<file path="src/design/dv_defs.svh">
// Constants for the disk DMA read and read-verify command engine
`ifndef DV_DEFS_SVH
`define DV_DEFS_SVH

// -----------------------------------------------------------------
// Task-file offsets
// -----------------------------------------------------------------
`define DV_OFF_FEAT 10'h1F1
`define DV_OFF_SC 10'h1F2
`define DV_OFF_SN 10'h1F3
`define DV_OFF_CL 10'h1F4
`define DV_OFF_CH 10'h1F5
`define DV_OFF_DH 10'h1F6
`define DV_OFF_CMD 10'h1F7

// -----------------------------------------------------------------
// Command, feature and count codes
// -----------------------------------------------------------------
`define DV_CMD_RDMA 8'hC8
`define DV_CMD_RDMA_NR 8'hC9
`define DV_CMD_VERIFY 8'h40
`define DV_CMD_VERIFY_NR 8'h41
`define DV_CMD_SETF 8'hEF
`define DV_FEAT_XFER_MODE 8'h03
`define DV_MODE_SW2 8'h12
`define DV_MODE_MW2 8'h22
`define DV_MODE_UDMA2 8'h42

// -----------------------------------------------------------------
// Field positions
// -----------------------------------------------------------------
`define DV_ST_BSY 7
`define DV_ST_DRDY 6
`define DV_ST_DSC 4
`define DV_ST_DRQ 3
`define DV_ST_CORR 2
`define DV_ST_ERR 0
`define DV_ER_UNC 6
`define DV_ER_ABRT 2
`define DV_DH_LBA 6
`define DV_DH_DRV 4
`define DV_CMD_NORETRY 0
`define DV_SC_FULL 9'h100
`define DV_BYTE_ZERO 8'h00

`endif

</file>
<file path="src/design/dv_pkg.sv">
// Types shared by the command engine
package dv_pkg;
   typedef enum logic [2:0] {
      DV_IDLE, DV_START, DV_XFER, DV_DRAIN, DV_POST, DV_IRQ
   } dv_state_t;
   typedef enum logic [1:0] {
      DV_DMA_SW2, DV_DMA_MW2, DV_DMA_UDMA2
   } dv_dma_mode_t;
   typedef enum logic [1:0] {
      DV_K_READ, DV_K_VERIFY, DV_K_SETF, DV_K_BAD
   } dv_kind_t;
endpackage

</file>
<file path="src/design/dv_addr_step.sv">
// Next sector address in block or cylinder/head/sector form
module dv_addr_step #(
   parameter int HEADS = 16,
   parameter int SECTORS_PER_TRACK = 63
) (
   input wire logic lba_mode_i,
   input wire logic [7:0] sn_i,
   input wire logic [7:0] cl_i,
   input wire logic [7:0] ch_i,
   input wire logic [3:0] head_i,
   output logic [7:0] sn_o,
   output logic [7:0] cl_o,
   output logic [7:0] ch_o,
   output logic [3:0] head_o
);
   localparam logic [7:0] LAST_SECT = 8'(SECTORS_PER_TRACK);
   localparam logic [3:0] LAST_HEAD = 4'(HEADS - 1);
   logic [27:0] lba;
   logic [15:0] cyl;

   always_comb begin
      lba = {head_i, ch_i, cl_i, sn_i} + 28'h0000001;
      cyl = {ch_i, cl_i} + 16'h0001;
      sn_o = sn_i + 8'h01;
      cl_o = cl_i;
      ch_o = ch_i;
      head_o = head_i;
      if (lba_mode_i) begin
         {head_o, ch_o, cl_o, sn_o} = lba;
      end else if (sn_i >= LAST_SECT) begin
         sn_o = 8'h01;
         head_o = head_i + 4'h1;
         if (head_i >= LAST_HEAD) begin
            head_o = 4'h0;
            {ch_o, cl_o} = cyl;
         end
      end
   end
endmodule

</file>
<file path="src/design/dv_cmd_engine.sv">
// Task-file command engine for DMA read, read-verify and transfer mode selection
`include "dv_defs.svh"
module dv_cmd_engine #(
   parameter int WORDS_PER_SECTOR = 256,
   parameter int HEADS = 16,
   parameter int SECTORS_PER_TRACK = 63,
   parameter logic DRIVE_ID = 1'b0
) (
   input wire logic clk_sys_i,
   input wire logic rst_n_i,
   input wire logic [9:0] host_addr_i,
   input wire logic host_wr_i,
   input wire logic host_rd_i,
   input wire logic [7:0] host_wdata_i,
   output logic [7:0] host_rdata_o,
   output logic intrq_o,
   output logic dmarq_o,
   input wire logic dmack_i,
   output logic [15:0] dma_data_o,
   output dv_pkg::dv_dma_mode_t dma_mode_o,
   output logic med_start_o,
   output logic med_verify_o,
   output logic med_retry_o,
   output logic med_lba_mode_o,
   output logic [27:0] med_addr_o,
   input wire logic [15:0] med_data_i,
   input wire logic med_valid_i,
   output logic med_ready_o,
   input wire logic med_done_i,
   input wire logic med_err_i,
   input wire logic med_corr_i
);
   logic rst_n;
   dv_rst_sync u_rst (
      .clk_sys_i(clk_sys_i),
      .rst_n_i(rst_n_i),
      .rst_n_o(rst_n)
   );

   // -----------------------------------------------------------------
   // State
   // -----------------------------------------------------------------
   dv_pkg::dv_state_t state_reg, state_next;
   dv_pkg::dv_dma_mode_t mode_reg, mode_next;
   logic [7:0] feat_reg, feat_next, fault_reg, fault_next;
   logic [7:0] sc_reg, sc_next, sn_reg, sn_next;
   logic [7:0] cl_reg, cl_next, ch_reg, ch_next, dh_reg, dh_next;
   logic [7:0] rdata_reg, rdata_next;
   logic bsy_reg, bsy_next, drq_reg, drq_next;
   logic corr_reg, corr_next, errb_reg, errb_next;
   logic corr_acc_reg, corr_acc_next;
   logic intrq_reg, intrq_next, start_reg, start_next;
   logic verify_reg, verify_next, retry_reg, retry_next;
   logic [8:0] left_reg, left_next;
   logic word_valid_reg, word_valid_next;
   logic [15:0] word_reg, word_next;

   logic [7:0] sn_step, cl_step, ch_step;
   logic [3:0] head_step;
   logic take, load, accept;
   dv_pkg::dv_kind_t kind;

   dv_addr_step #(
      .HEADS(HEADS),
      .SECTORS_PER_TRACK(SECTORS_PER_TRACK)
   ) u_step (
      .lba_mode_i(dh_reg[`DV_DH_LBA]),
      .sn_i(sn_reg),
      .cl_i(cl_reg),
      .ch_i(ch_reg),
      .head_i(dh_reg[3:0]),
      .sn_o(sn_step),
      .cl_o(cl_step),
      .ch_o(ch_step),
      .head_o(head_step)
   );

   function automatic dv_pkg::dv_kind_t decode(input logic [7:0] code);
      case (code)
         `DV_CMD_RDMA, `DV_CMD_RDMA_NR: decode = dv_pkg::DV_K_READ;
         `DV_CMD_VERIFY, `DV_CMD_VERIFY_NR: decode = dv_pkg::DV_K_VERIFY;
         `DV_CMD_SETF: decode = dv_pkg::DV_K_SETF;
         default: decode = dv_pkg::DV_K_BAD;
      endcase
   endfunction

   // -----------------------------------------------------------------
   // Next values
   // -----------------------------------------------------------------
   always_comb begin
      state_next = state_reg;
      mode_next = mode_reg;
      feat_next = feat_reg;
      fault_next = fault_reg;
      sc_next = sc_reg;
      sn_next = sn_reg;
      cl_next = cl_reg;
      ch_next = ch_reg;
      dh_next = dh_reg;
      bsy_next = bsy_reg;
      drq_next = drq_reg;
      corr_next = corr_reg;
      errb_next = errb_reg;
      corr_acc_next = corr_acc_reg;
      intrq_next = intrq_reg;
      start_next = 1'b0;
      verify_next = verify_reg;
      retry_next = retry_reg;
      left_next = left_reg;
      word_valid_next = word_valid_reg;
      word_next = word_reg;
      rdata_next = rdata_reg;
      kind = decode(host_wdata_i);

      // Data path: one word stage, request up only while it holds data
      if (take) begin
         word_valid_next = 1'b0;
      end
      if (load) begin
         word_valid_next = 1'b1;
         word_next = med_data_i;
      end

      // Host reads: status read acknowledges the interrupt
      if (host_rd_i) begin
         case (host_addr_i)
            `DV_OFF_FEAT: rdata_next = fault_reg;
            `DV_OFF_SC: rdata_next = sc_reg;
            `DV_OFF_SN: rdata_next = sn_reg;
            `DV_OFF_CL: rdata_next = cl_reg;
            `DV_OFF_CH: rdata_next = ch_reg;
            `DV_OFF_DH: rdata_next = dh_reg;
            `DV_OFF_CMD: begin
               rdata_next = `DV_BYTE_ZERO;
               rdata_next[`DV_ST_BSY] = bsy_reg;
               rdata_next[`DV_ST_DRDY] = !bsy_reg;
               rdata_next[`DV_ST_DSC] = 1'b1;
               rdata_next[`DV_ST_DRQ] = drq_reg;
               rdata_next[`DV_ST_CORR] = corr_reg;
               rdata_next[`DV_ST_ERR] = errb_reg;
               intrq_next = 1'b0;
            end
            default: rdata_next = `DV_BYTE_ZERO;
         endcase
      end

      // Host writes are dropped while busy
      accept = 1'b0;
      if (host_wr_i && !bsy_reg && state_reg == dv_pkg::DV_IDLE) begin
         case (host_addr_i)
            `DV_OFF_FEAT: feat_next = host_wdata_i;
            `DV_OFF_SC: sc_next = host_wdata_i;
            `DV_OFF_SN: sn_next = host_wdata_i;
            `DV_OFF_CL: cl_next = host_wdata_i;
            `DV_OFF_CH: ch_next = host_wdata_i;
            `DV_OFF_DH: dh_next = host_wdata_i;
            `DV_OFF_CMD: accept = dh_reg[`DV_DH_DRV] == DRIVE_ID;
            default: ;
         endcase
      end

      case (state_reg)
         dv_pkg::DV_IDLE: begin
            if (accept) begin
               bsy_next = 1'b1;
               intrq_next = 1'b0;
               errb_next = 1'b0;
               corr_next = 1'b0;
               corr_acc_next = 1'b0;
               fault_next = `DV_BYTE_ZERO;
               retry_next = !host_wdata_i[`DV_CMD_NORETRY];
               verify_next = kind == dv_pkg::DV_K_VERIFY;
               left_next = (sc_reg == `DV_BYTE_ZERO) ? `DV_SC_FULL : {1'b0, sc_reg};
               state_next = dv_pkg::DV_POST;
               case (kind)
                  dv_pkg::DV_K_READ, dv_pkg::DV_K_VERIFY: begin
                     state_next = dv_pkg::DV_START;
                  end
                  dv_pkg::DV_K_SETF: begin
                     if (feat_reg == `DV_FEAT_XFER_MODE && sc_reg == `DV_MODE_SW2) begin
                        mode_next = dv_pkg::DV_DMA_SW2;
                     end else if (feat_reg == `DV_FEAT_XFER_MODE &&
                                  sc_reg == `DV_MODE_MW2) begin
                        mode_next = dv_pkg::DV_DMA_MW2;
                     end else if (feat_reg == `DV_FEAT_XFER_MODE &&
                                  sc_reg == `DV_MODE_UDMA2) begin
                        mode_next = dv_pkg::DV_DMA_UDMA2;
                     end else begin
                        errb_next = 1'b1;
                        fault_next[`DV_ER_ABRT] = 1'b1;
                     end
                  end
                  default: begin
                     errb_next = 1'b1;
                     fault_next[`DV_ER_ABRT] = 1'b1;
                  end
               endcase
            end
         end
         dv_pkg::DV_START: begin
            start_next = 1'b1;
            drq_next = !verify_reg;
            state_next = dv_pkg::DV_XFER;
         end
         dv_pkg::DV_XFER: begin
            if (med_done_i) begin
               if (med_err_i) begin
                  // Address stays on the failing sector
                  errb_next = 1'b1;
                  fault_next[`DV_ER_UNC] = 1'b1;
                  sc_next = left_reg[7:0];
                  state_next = dv_pkg::DV_DRAIN;
               end else begin
                  corr_acc_next = corr_acc_reg || med_corr_i;
                  left_next = left_reg - 9'h001;
                  if (left_reg == 9'h001) begin
                     sc_next = `DV_BYTE_ZERO;
                     state_next = dv_pkg::DV_DRAIN;
                  end else begin
                     sn_next = sn_step;
                     cl_next = cl_step;
                     ch_next = ch_step;
                     dh_next = {dh_reg[7:4], head_step};
                     state_next = dv_pkg::DV_START;
                  end
               end
            end
         end
         dv_pkg::DV_DRAIN: begin
            // Status waits until the host has taken the last word
            if (!word_valid_reg) begin
               state_next = dv_pkg::DV_POST;
            end
         end
         dv_pkg::DV_POST: begin
            bsy_next = 1'b0;
            drq_next = 1'b0;
            corr_next = corr_acc_reg;
            state_next = dv_pkg::DV_IRQ;
         end
         dv_pkg::DV_IRQ: begin
            intrq_next = 1'b1;
            state_next = dv_pkg::DV_IDLE;
         end
         default: state_next = dv_pkg::DV_IDLE;
      endcase
   end

   // -----------------------------------------------------------------
   // Registers
   // -----------------------------------------------------------------
   always_ff @(posedge clk_sys_i or negedge rst_n) begin
      if (!rst_n) begin
         state_reg <= dv_pkg::DV_IDLE;
         mode_reg <= dv_pkg::DV_DMA_MW2;
         feat_reg <= `DV_BYTE_ZERO;
         fault_reg <= `DV_BYTE_ZERO;
         sc_reg <= `DV_BYTE_ZERO;
         sn_reg <= `DV_BYTE_ZERO;
         cl_reg <= `DV_BYTE_ZERO;
         ch_reg <= `DV_BYTE_ZERO;
         dh_reg <= `DV_BYTE_ZERO;
         rdata_reg <= `DV_BYTE_ZERO;
         bsy_reg <= 1'b0;
         drq_reg <= 1'b0;
         corr_reg <= 1'b0;
         errb_reg <= 1'b0;
         corr_acc_reg <= 1'b0;
         intrq_reg <= 1'b0;
         start_reg <= 1'b0;
         verify_reg <= 1'b0;
         retry_reg <= 1'b0;
         left_reg <= 9'h000;
         word_valid_reg <= 1'b0;
         word_reg <= 16'h0000;
      end else begin
         state_reg <= state_next;
         mode_reg <= mode_next;
         feat_reg <= feat_next;
         fault_reg <= fault_next;
         sc_reg <= sc_next;
         sn_reg <= sn_next;
         cl_reg <= cl_next;
         ch_reg <= ch_next;
         dh_reg <= dh_next;
         rdata_reg <= rdata_next;
         bsy_reg <= bsy_next;
         drq_reg <= drq_next;
         corr_reg <= corr_next;
         errb_reg <= errb_next;
         corr_acc_reg <= corr_acc_next;
         intrq_reg <= intrq_next;
         start_reg <= start_next;
         verify_reg <= verify_next;
         retry_reg <= retry_next;
         left_reg <= left_next;
         word_valid_reg <= word_valid_next;
         word_reg <= word_next;
      end
   end

   assign take = dmarq_o && dmack_i;
   assign load = med_valid_i && med_ready_o;
   // Verify never accepts media words, so nothing reaches the host
   assign med_ready_o = state_reg == dv_pkg::DV_XFER && !verify_reg &&
                        (!word_valid_reg || take);
   assign dmarq_o = word_valid_reg;
   assign dma_data_o = word_reg;
   assign dma_mode_o = mode_reg;
   assign host_rdata_o = rdata_reg;
   assign intrq_o = intrq_reg;
   assign med_start_o = start_reg;
   assign med_verify_o = verify_reg;
   assign med_retry_o = retry_reg;
   assign med_lba_mode_o = dh_reg[`DV_DH_LBA];
   assign med_addr_o = {dh_reg[3:0], ch_reg, cl_reg, sn_reg};
endmodule

</file>
<file path="src/design/dv_rst_sync.sv">
// Reset release synchroniser
module dv_rst_sync (
   input wire logic clk_sys_i,
   input wire logic rst_n_i,
   output logic rst_n_o
);
   logic meta_reg;
   logic sync_reg;

   always_ff @(posedge clk_sys_i or negedge rst_n_i) begin
      if (!rst_n_i) begin
         meta_reg <= 1'b0;
         sync_reg <= 1'b0;
      end else begin
         meta_reg <= 1'b1;
         sync_reg <= meta_reg;
      end
   end

   assign rst_n_o = sync_reg;
endmodule

</file>
<file path="config.mk">
export PLATFORM = sky130hd
export DESIGN_NAME = dv_cmd_engine
export DESIGN_NICKNAME = d
export VERILOG_FILES = /design/src/design/dv_pkg.sv /design/src/design/dv_addr_step.sv /design/src/design/dv_cmd_engine.sv /design/src/design/dv_rst_sync.sv
export VERILOG_INCLUDE_DIRS = /design/src /design/src/design
export SDC_FILE = /design/constraint.sdc
export NUM_CORES = 1
export LEC_CHECK = 0
export BUFFER_PORTS_ARGS = -buffer_cell sky130_fd_sc_hd__buf_2
export CORE_ASPECT_RATIO = 2
export CORE_UTILIZATION = 57
export CTS_CLUSTER_DIAMETER = 30
export CTS_CLUSTER_SIZE = 30
export DETAILED_ROUTE_END_ITERATION = 8
export PLACE_DENSITY = 0.89
export SLEW_MARGIN = 15
export SYNTH_ARGS = -nofsm -noshare
export SYNTH_HDL_FRONTEND = slang
export SYNTH_SLANG_ARGS = --single-unit
</file>
<file path="constraint.sdc">
create_clock -name clk_sys_i -period 3.6 [get_ports clk_sys_i]
set_input_delay 0.36 -clock clk_sys_i [delete_from_list [all_inputs] [get_ports clk_sys_i]]
set_output_delay 0.36 -clock clk_sys_i [all_outputs]
set_load 0.05 [all_outputs]
</file>
==> reports/metrics.yaml, run 1 <==
status: "completed"
fmax_ghz: 0.3678
wl_met1_um: 6289
multi_input_area_mm2: 0.003023
synthCells: 601
worst-path-max-fanout: 21
slew_viol_final: 0
worst_slack_ns: 0.8810
first_iter_violations: 564
hold_depth: 2
seq_area_frac_synth: 0.4324
place_congestion: 0.9908
rr_worst_depth: 6
numPortBuffers: 103
critPathRequiredTime_ns: 3.84
syn_area_mm2: 0.005791
cts_max_path_buffers: 2
place_hpwl_um: 13960
dr.max_layer_used: "met4"
io_pins: 104
clk_latency_ns: 0.36
placed_cells: 808
final_cell_mix: "buf_2 (103), dfrtp_1 (98), o21ai_0 (49)"
clockRootBuffer: "clkbuf_16"
wl_met3_um: 1474
num_antenna_cells: 0
cts_setup_buffers: 0
die_h_um: 144.5
fill_cells: 821
cts_tree: "done"
ir_worst_vdd_uv: 604.4
end_kind: "flop"
fin_cells: 825
fin_tns_setup_ns: 0
cts_max_level: 3
grt_pass1_wl_um: 29790
cp.arrival_ns: 2.96
drc: 0
p_leak_nw: 2.934
synth_warnings: 0
wl_met2_um: 9644
tightest_slew_ns: 0.9339
skew_ns: 0.01014
drv_cap: 0
pre_cts_ws_ns: 0.9663
p_per_area_mw_per_mm2: 635.4
synth.avg_cell_area_um2: 9.635
timing.max_slew.rel_slack: 0.3774
cp.depth: 6
avgViaCountPerCell: 6.916
grtUsageTotal: 0.3867
largest_reg_flops: 16
ctsResizeCount: 0
max_stage_delay_ns: 0.71
total_power_mw: 4.216
antenna_left: 0
critPathLaunchType: "flop"
synth-edff-count: 0
via_count: 5706
utilization: 0.6752
numCtsBuffers: 9
grt_max_degree: 35
wl_per_cell_um: 23.19
hp-class: "in -> reg"
rsz0062_at_grt: "no"
worstSetupPathType: "reg -> reg"
finish.instance_area_mm2: 0.006635
die_area_mm2: 0.01059
final_net_count: 736
die_x_um: 73.27
crit_chain: "or3b_4 > nor2_4 > nand2_2 > nor2_1 > mux2_2 > o221a_2"
final_common_cell: "buf_2"
post_route_cells_drive_above_1_share: 0.2655
grt-ovfl-total: 0
wirelength_um: 19130
start_util: 0.5893
post-route-min-period_ns: 2.719
antenna_found_initial: 0
synth_fp_nets: 649
async_flop_share: 1.000
ys.flop_type: "dfrtp_1"
final_hold_viol_count: 0
placed_area_mm2: 0.006324
setup_violations: 0
synth_cell_type_count: 81
synth-seq-cells: 100
regArea_mm2: 0.002507
critPathTopFamily: "simple AND/OR/NAND/NOR gates"
drt_pass1_iterations: 6
core_mm2: 0.009827
core.rowCount: 51
area_delta_synth_final_pct: 14.59
clkSinkCount: 100
grt_pass1_vias: 5752
final.period_utilization: 0.7553
path_buf_inv: 0
crit_slowest_cell: "dfrtp_1"
path_clk_slew_ns: 0.07
fin_hold_ws_ns: 0.2043
-- synth_stat cells (5+ instances only) --
| cell | count | area (µm²) |
|---|---|---|
| buf_4 | 7 | 52.55 |
| a21o_1 | 5 | 37.54 |
| mux2i_1 | 15 | 150.1 |
| nand4_1 | 8 | 50.05 |
| buf_2 | 11 | 55.05 |
| a221oi_1 | 7 | 61.31 |
| ha_1 | 5 | 62.56 |
| inv_1 | 20 | 75.07 |
| nor3_1 | 29 | 145.1 |
| a21oi_1 | 19 | 95.09 |
| a221o_1 | 11 | 110.1 |
| nor3b_1 | 12 | 90.09 |
| nand2_1 | 43 | 161.4 |
| mux2_2 | 32 | 360.4 |
| nor2_1 | 41 | 153.9 |
| a211oi_1 | 8 | 60.06 |
| o22ai_1 | 13 | 81.33 |
| nand2b_1 | 8 | 50.05 |
| nor4_1 | 7 | 43.79 |
| nor3_2 | 5 | 50.05 |
| and2_1 | 7 | 43.79 |
| o21ai_0 | 49 | 245.2 |
| dfrtp_1 | 99 | 2477 |
| clkbuf_1 | 10 | 37.54 |
| and3_1 | 11 | 68.82 |
| nand3_1 | 28 | 140.1 |
-- timing repair --
item	in CTS	in global routing
setup endpoints to repair	0	0
hold buffers	1	0
hold endpoints to repair	2	0
-- cell type report --
cell class                      instances  area share
Clock inverter                          6     0.01094
Timing Repair Buffer                  109     0.08486
Clock buffer                           10     0.03451
Inverter                               20     0.01131
Multi-Input combinational cell        448      0.4556
Tap cell                              132     0.02489
Sequential cell                       100      0.3779
-- worst reg2reg max path: cells and delay by family (launching register included) --
kind	cells	cell delay, ns
AO/OA/AOI/OAI	1	0.24
flip-flops	1	0.71
multiplexers	1	0.37
AND/OR/NAND/NOR	4	1.30
-- worst paths after layout --
| path | startpoint | to | slack (ns) |
|---|---|---|---|
| worst max-delay path | state_reg[1]$_DFFE_PN0P_ | cl_reg[5]$_DFFE_PN0P_ | 0.88 |
| worst min-delay path | dmack_i | dmarq_o$_DFFE_PN0P_ | 0.20 |
| worst max register to register | state_reg[1]$_DFFE_PN0P_ | cl_reg[5]$_DFFE_PN0P_ | 0.88 |
| worst min register to register | u_rst.rst_n_o$_DFF_PN0_ | host_rdata_o[5]$_DFFE_PN0P_ | 0.28 |
| max in group asynchronous | u_rst.rst_n_o$_DFF_PN0_ | dma_mode_o[0]$_DFFE_PN1P_ | 2.49 |
| min in group asynchronous | u_rst.rst_n_o$_DFF_PN0_ | host_rdata_o[5]$_DFFE_PN0P_ | 0.28 |
-- metal layers --
| metal | vias up | global-route usage |
|---|---|---|
| li1 | 2430 | - |
| met2 | 421 | 0.6540 |
| met5 | - | 0 |
| met3 | 142 | 0.07178 |
| met1 | 2713 | 0.4028 |
| met4 | 0 | 0.3261 |
-- kinds of logic after synthesis --
family	count (synthesis)	synth area share
DFF	100	0.4324
and+or+nand+nor	235	0.2323
AOI/OAI and AO/OA	156	0.1841
muxes	47	0.08816
adders and majority gates	5	0.01080
xor gates and xnor gates	4	0.006051
other	1	0.0006476
buffers and inverters	53	0.04559
-- report_power, final --
| part | switching, mW | leakage [nW] | internal (mW) |
|---|---|---|---|
| clock | 0.463 | 0.137 | 0.547 |
| combinational | 1.02 | 1.47 | 0.456 |
| sequential | 0.359 | 1.32 | 1.37 |
| total | 1.84 | 2.93 | 2.37 |
Note: power is estimated with default switching activity, not from simulation.
==> run 2, diff against run 1 <==
--- a/config.mk
+++ b/config.mk
@@ -8,11 +8,11 @@
 export LEC_CHECK = 0
 export BUFFER_PORTS_ARGS = -buffer_cell sky130_fd_sc_hd__buf_2
 export CORE_ASPECT_RATIO = 2
-export CORE_UTILIZATION = 57
+export CORE_UTILIZATION = 51
 export CTS_CLUSTER_DIAMETER = 30
 export CTS_CLUSTER_SIZE = 30
 export DETAILED_ROUTE_END_ITERATION = 8
-export PLACE_DENSITY = 0.89
+export PLACE_DENSITY = 0.85
 export SLEW_MARGIN = 15
 export SYNTH_ARGS = -nofsm -noshare
 export SYNTH_HDL_FRONTEND = slang
==> constraint.sdc (replaced) <==
create_clock -name clk_sys_i -period 2.23 [get_ports clk_sys_i]
set_input_delay 0.223 -clock clk_sys_i [delete_from_list [all_inputs] [get_ports clk_sys_i]]
set_output_delay 0.223 -clock clk_sys_i [all_outputs]
set_load 0.05 [all_outputs]
==> run 2 against run 1 <==
First-iteration DRC count is 25% lower. Die area is 12% higher. Critical path depth is 2 higher. Via count is 2.2% higher. Combinational power is 91% higher. Clock skew is 0.0021 ns lower. Fmax is 25% higher. Worst hold slack worse by 0.13 ns. Sequential share of layout area is 2.9 points lower. Clock-buffer cell count stayed put. Largest power group is now combinational logic.
==> reports/metrics.yaml, run 2 (synthesis results as in run 1) <==
status: "completed"
pre_cts_ws_ns: 0.02576  # -0.9406 ns
post_route_cells_drive_above_1_share: 0.3373  # +0.07177
numCtsBuffers: 9  # unchanged
worst-path-max-fanout: 10  # -52%
path_clk_slew_ns: 0.07  # about the same
fill_cells: 921  # +12%
fmax_ghz: 0.4597  # +25%
drv_cap: 0  # unchanged
drc: 0  # unchanged
grtUsageTotal: 0.3490  # -0.03771
die_h_um: 152.7  # +5.6%
finish.instance_area_mm2: 0.007201  # +8.5%
critPathLaunchType: "flop"
cts_max_level: 3  # unchanged
final_net_count: 802  # +9.0%
ir_worst_vdd_uv: 1112  # +84%
tightest_slew_ns: 0.6169  # -0.3170 ns
clkSinkCount: 100  # unchanged
placed_area_mm2: 0.006855  # +8.4%
skew_ns: 0.008070  # -0.002071 ns
largest_reg_flops: 16  # unchanged
via_count: 5831  # +2.2%
max_stage_delay_ns: 0.39  # -0.32 ns
grt_pass1_vias: 5854  # +1.8%
end_kind: "flop"
place_hpwl_um: 15280  # +9.4%
final.period_utilization: 0.9756  # +0.2203
antenna_found_initial: 0  # unchanged
worstSetupPathType: "reg -> reg"
place_congestion: 1.010  # +1.9%
cp.arrival_ns: 2.42  # -0.54 ns
numPortBuffers: 103  # unchanged
drt_pass1_iterations: 6  # unchanged
grt_pass1_wl_um: 31140  # +4.5%
start_util: 0.5290  # -0.06022
die_x_um: 77.35  # +5.6%
wirelength_um: 20280  # +6.0%
setup_violations: 0  # unchanged
slew_viol_final: 0  # unchanged
core.rowCount: 54  # +5.9%
area_delta_synth_final_pct: 24.35
final_common_cell: "buf_2"
grt-ovfl-total: 0  # unchanged
regArea_mm2: 0.002510  # +0.10%
num_antenna_cells: 0  # unchanged
timing.max_slew.rel_slack: 0.5888  # +0.2114
multi_input_area_mm2: 0.003059  # +1.2%
die_area_mm2: 0.01181  # +12%
hp-class: "in -> reg"
io_pins: 104  # unchanged
cts_max_path_buffers: 2  # unchanged
crit_slowest_cell: "nor4b_1"
antenna_left: 0  # unchanged
worst_slack_ns: 0.05445  # -0.8266 ns
wl_per_cell_um: 22.55  # -2.7%
post-route-min-period_ns: 2.176  # -0.5434 ns
clk_latency_ns: 0.36  # about the same
final_cell_mix: "buf_2 (103), dfrtp_1 (96), buf_4 (69)"
crit_chain: "ha_1 > nand3_4 > o21ai_4 > a21oi_2 > buf_4 > nor4b_1 > o21ai_0 > a21bo_2"
cts_tree: "done"
p_per_area_mw_per_mm2: 981.7  # +55%
fin_hold_ws_ns: 0.06978  # -0.1345 ns
final_hold_viol_count: 0  # unchanged
p_leak_nw: 3.290  # +12%
utilization: 0.6579  # -0.01733
first_iter_violations: 425  # -25%
clockRootBuffer: "clkbuf_16"
critPathRequiredTime_ns: 2.48  # -1.36 ns
avgViaCountPerCell: 6.486  # -6.2%
grt_max_degree: 45  # +29%
core_mm2: 0.01095  # +11%
## run 2: cell types whose count changed in the layout (fill, tap and decap cells not counted), sizes merged
cell | before | now
clkinv | 0 | 2
buf | 108 | 174
inv | 22 | 23
clkinvlp | 3 | 0
## run 2: metal layers
| layer | vias to the layer above | wire [µm] | global-route usage |
|---|---|---|---|
| li1 | 2560 | - | - |
| met1 | 2832 | 6678 | 0.3473 |
| met2 | 346 | 10990 | 0.6544 |
| met3 | 93 | 1214 | 0.04731 |
| met4 | 0 | 1392 | 0.2264 |
| met5 | - | 0 | 0 |
## run 2: cell type report
type,instances,share of cell area
well taps,140,0.02433
clock buffers,10,0.03180
inverters,20,0.01043
clock inverters,6,0.009557
multi-input cells,448,0.4248
repair buffers,175,0.1505
flip-flops and latches,100,0.3486
## run 2: worst paths after layout
kind,startpoint,endpoint,slack [ns],depth (start not counted)
max,sn_reg[1]$_DFF_PN0_,ch_reg[3]$_DFFE_PN0P_,0.05,8
min,dmack_i,dmarq_o$_DFFE_PN0P_,0.07,2
max reg2reg,sn_reg[1]$_DFF_PN0_,ch_reg[3]$_DFFE_PN0P_,0.05,8
min reg2reg,u_rst.rst_n_o$_DFF_PN0_,med_start_o$_DFF_PN0_,0.29,0
max in group asynchronous,u_rst.rst_n_o$_DFF_PN0_,sn_reg[0]$_DFF_PN0_,1.25,1
min in group asynchronous,rst_n_i,u_rst.rst_n_o$_DFF_PN0_,0.17,2
## run 2: critical path, delay by kind of cell, from the launching register on
kind / cells / cell delay [ns]
flops: 1 / 0.36
buf+inv: 1 / 0.20
fa+ha+maj: 1 / 0.24
simple gates: 2 / 0.54
compound gates: 4 / 0.71
## run 2: per-stage QoR
| stage | total power, mW | TNS (ns) | instances |
|---|---|---|---|
| floorplan | 4.441 | 0 | 601 |
| global placement | 5.301 | 0 | 881 |
| detailed placement | 5.409 | 0 | 881 |
| CTS | 7.025 | 0 | 898 |
| global route | 7.359 | -0.01648 | 899 |
| finish | 7.069 | 0 | 899 |
## run 2: what timing repair did
action,CTS,global route
gates resized for setup,0,6
hold buffers,1,0
hold endpoints to repair,2,0
endpoints found under the setup margin,0,12
setup buffers,0,1
## run 2: power breakdown
| group | internal, mW | switching, mW | leakage (nW) |
|---|---|---|---|
| clock | 0.883 | 0.728 | 0.149 |
| sequential | 2.21 | 0.412 | 1.32 |
| combinational | 0.952 | 1.88 | 1.82 |
| total | 4.05 | 3.02 | 3.29 |
==> run 3, diff against run 2 <==
--- a/config.mk
+++ b/config.mk
@@ -8,11 +8,12 @@
 export LEC_CHECK = 0
 export BUFFER_PORTS_ARGS = -buffer_cell sky130_fd_sc_hd__buf_2
 export CORE_ASPECT_RATIO = 2
-export CORE_UTILIZATION = 51
+export CORE_UTILIZATION = 57
 export CTS_CLUSTER_DIAMETER = 30
 export CTS_CLUSTER_SIZE = 30
 export DETAILED_ROUTE_END_ITERATION = 8
-export PLACE_DENSITY = 0.85
+export MAX_ROUTING_LAYER = met4
+export PLACE_DENSITY = 0.89
 export SLEW_MARGIN = 15
 export SYNTH_ARGS = -nofsm -noshare
 export SYNTH_HDL_FRONTEND = slang
==> constraint.sdc (replaced) <==
create_clock -name clk_sys_i -period 2.5 [get_ports clk_sys_i]
set_input_delay 0.25 -clock clk_sys_i [delete_from_list [all_inputs] [get_ports clk_sys_i]]
set_output_delay 0.25 -clock clk_sys_i [all_outputs]
set_load 0.005 [all_outputs]
==> run 3 against run 2 <==
Clock power shrank 8%. Via count decreased by 2.6%. Fmax shrank 6.8%. Non-clock buffer count fell by 36. Largest cell class unchanged. Global-route usage up 5.3 points. Worst setup slack better by 0.11 ns. Cell count fell by 4.9%. Critical path depth decreased by 1. Largest power group is now registers. Clock-buffer cell count rose by 1. Combinational power down 45%. Die area decreased by 10%. First-iteration DRC count is 2.1% lower.
==> reports/metrics.yaml, run 3 (synthesis results as in run 1) <==
status: "completed"
via_count: 5679  # -2.6%
final_cell_mix: "buf_2 (103), dfrtp_1 (98), o21ai_0 (49)"
grt_pass1_vias: 5743  # -1.9%
tightest_slew_ns: 0.8452  # +0.2283 ns
grtUsageTotal: 0.4020  # +0.05297
die_x_um: 73.27  # -5.3%
io_pins: 104  # unchanged
cts_max_level: 3  # unchanged
avgViaCountPerCell: 6.642  # +2.4%
end_kind: "flop"
first_iter_violations: 416  # -2.1%
ir_worst_vdd_uv: 782.9  # -30%
grt-ovfl-total: 0  # unchanged
clockRootBuffer: "clkbuf_16"
rsz0062_at_grt: "no"
multi_input_area_mm2: 0.003032  # -0.90%
path_buf_inv: 1  # unchanged
cts_tree: "done"
cts_max_path_buffers: 2  # unchanged
critPathRequiredTime_ns: 2.73  # +0.25 ns
slew_viol_final: 0  # unchanged
crit_chain: "inv_1 > ha_1 > nor4b_2 > a211oi_2 > o21ai_1 > o21ai_0 > a221o_1"
place_congestion: 1.047  # +3.6%
num_antenna_cells: 0  # unchanged
path_clk_slew_ns: 0.07  # about the same
die_area_mm2: 0.01059  # -10%
timing.max_slew.rel_slack: 0.4365  # -0.1522
wirelength_um: 19310  # -4.8%
finish.instance_area_mm2: 0.006897  # -4.2%
clkSinkCount: 100  # unchanged
core.rowCount: 51  # -5.6%
antenna_found_initial: 0  # unchanged
regArea_mm2: 0.002507  # -0.10%
die_h_um: 144.5  # -5.3%
numPortBuffers: 103  # unchanged
final_common_cell: "buf_2"
max_stage_delay_ns: 0.43  # +0.04 ns
hp-class: "in -> reg"
numCtsBuffers: 9  # unchanged
critPathLaunchType: "flop"
p_leak_nw: 3.106  # -5.6%
setup_violations: 0  # unchanged
fin_tns_setup_ns: 0  # unchanged
place_hpwl_um: 14680  # -3.9%
post_route_cells_drive_above_1_share: 0.2974  # -0.03991
final.period_utilization: 0.9338  # -0.04178
grt_max_degree: 43  # -4.4%
utilization: 0.7018  # +0.04394
area_delta_synth_final_pct: 19.10
worst-path-max-fanout: 10  # unchanged
fmax_ghz: 0.4284  # -6.8%
antenna_left: 0  # unchanged
drt_pass1_iterations: 7  # +1
start_util: 0.5893  # +0.06022
p_per_area_mw_per_mm2: 794.1  # -19%
critPathTopFamily: "compound AO/OA/AOI/OAI gates"
wl_per_cell_um: 22.58  # +0.12%
clk_latency_ns: 0.35  # about the same
largest_reg_flops: 16  # unchanged
final_hold_viol_count: 0  # unchanged
grt_pass1_wl_um: 30140  # -3.2%
cp.arrival_ns: 2.56  # +0.14 ns
final_net_count: 766  # -4.5%
core_mm2: 0.009827  # -10%
crit_slowest_cell: "nor4b_2"
placed_area_mm2: 0.006561  # -4.3%
worstSetupPathType: "reg -> reg"
drv_cap: 0  # unchanged
drc: 0  # unchanged
post-route-min-period_ns: 2.335  # +0.1590 ns
fill_cells: 783  # -15%
skew_ns: 0.006675  # -0.001395 ns
-- run 3: changes by cell type in the layout (fill, tap and decap cells not counted), moves of 2 or more --
cell      before  now
buf_4         69   34
clkbuf_8       0    2
clkinv_2       2    0
dfrtp_1       96   98
dfrtp_2        2    0
-- run 3: worst paths after layout --
kind / start / cells after the start / end / slack, ns
worst min-delay path: dmack_i / 2 / dmarq_o$_DFFE_PN0P_ / 0.11
worst min register to register: u_rst.rst_n_o$_DFF_PN0_ / 0 / state_reg[2]$_DFFE_PN0P_ / 0.30
worst max-delay path: left_reg[1]$_DFFE_PN0P_ / 7 / sn_reg[7]$_DFF_PN0_ / 0.17
max in group asynchronous: u_rst.rst_n_o$_DFF_PN0_ / 1 / sn_reg[6]$_DFF_PN0_ / 1.54
min in group asynchronous: rst_n_i / 2 / u_rst.rst_n_o$_DFF_PN0_ / 0.21
worst max register to register: left_reg[1]$_DFFE_PN0P_ / 7 / sn_reg[7]$_DFF_PN0_ / 0.17
-- run 3: final cells by class --
type | instances | area share
Inverter | 20 | 0.01089
Multi-Input combinational cell | 448 | 0.4396
Tap cell | 132 | 0.02395
Timing Repair Buffer | 139 | 0.1161
Clock inverter | 5 | 0.009253
Sequential cell | 100 | 0.3636
Clock buffer | 11 | 0.03665
-- run 3: routing by layer --
metal / global-route usage / vias to the layer above / share of wire
met4: 0.3529 / 0 / 0.098
li1: - / 2490 / -
met2: 0.6647 / 357 / 0.50
met1: 0.3861 / 2705 / 0.32
met3: 0.08362 / 127 / 0.074
met5: - / - / 0
-- run 3: what timing repair did --
action                     4_1_cts  5_1_grt
resized for setup                0        1
buffers inserted                 0        0
hold endpoints to repair         2        0
hold buffers                     1        0
setup endpoints to repair        0        2
-- run 3: metrics by stage --
stage | std cells | power (mW) | setup slack [ns] | hold slack, ns
after floorplan | 601 | 3.295 | 0.4744 | -0.04559
after global placement | 838 | 3.855 | 0.2891 | 0.03427
after detailed placement | 838 | 3.952 | 0.1543 | 0.03738
after CTS | 855 | 5.424 | 0.1424 | 0.1070
after global routing | 855 | 5.739 | 0.02810 | 0.1181
final | 855 | 5.477 | 0.1655 | 0.1099
-- run 3: where the power goes --
group / internal, mW / switching [mW]
Sequential: 1.97 / 0.455
Clock: 0.842 / 0.642
Combinational: 0.705 / 0.861
Total: 3.52 / 1.96
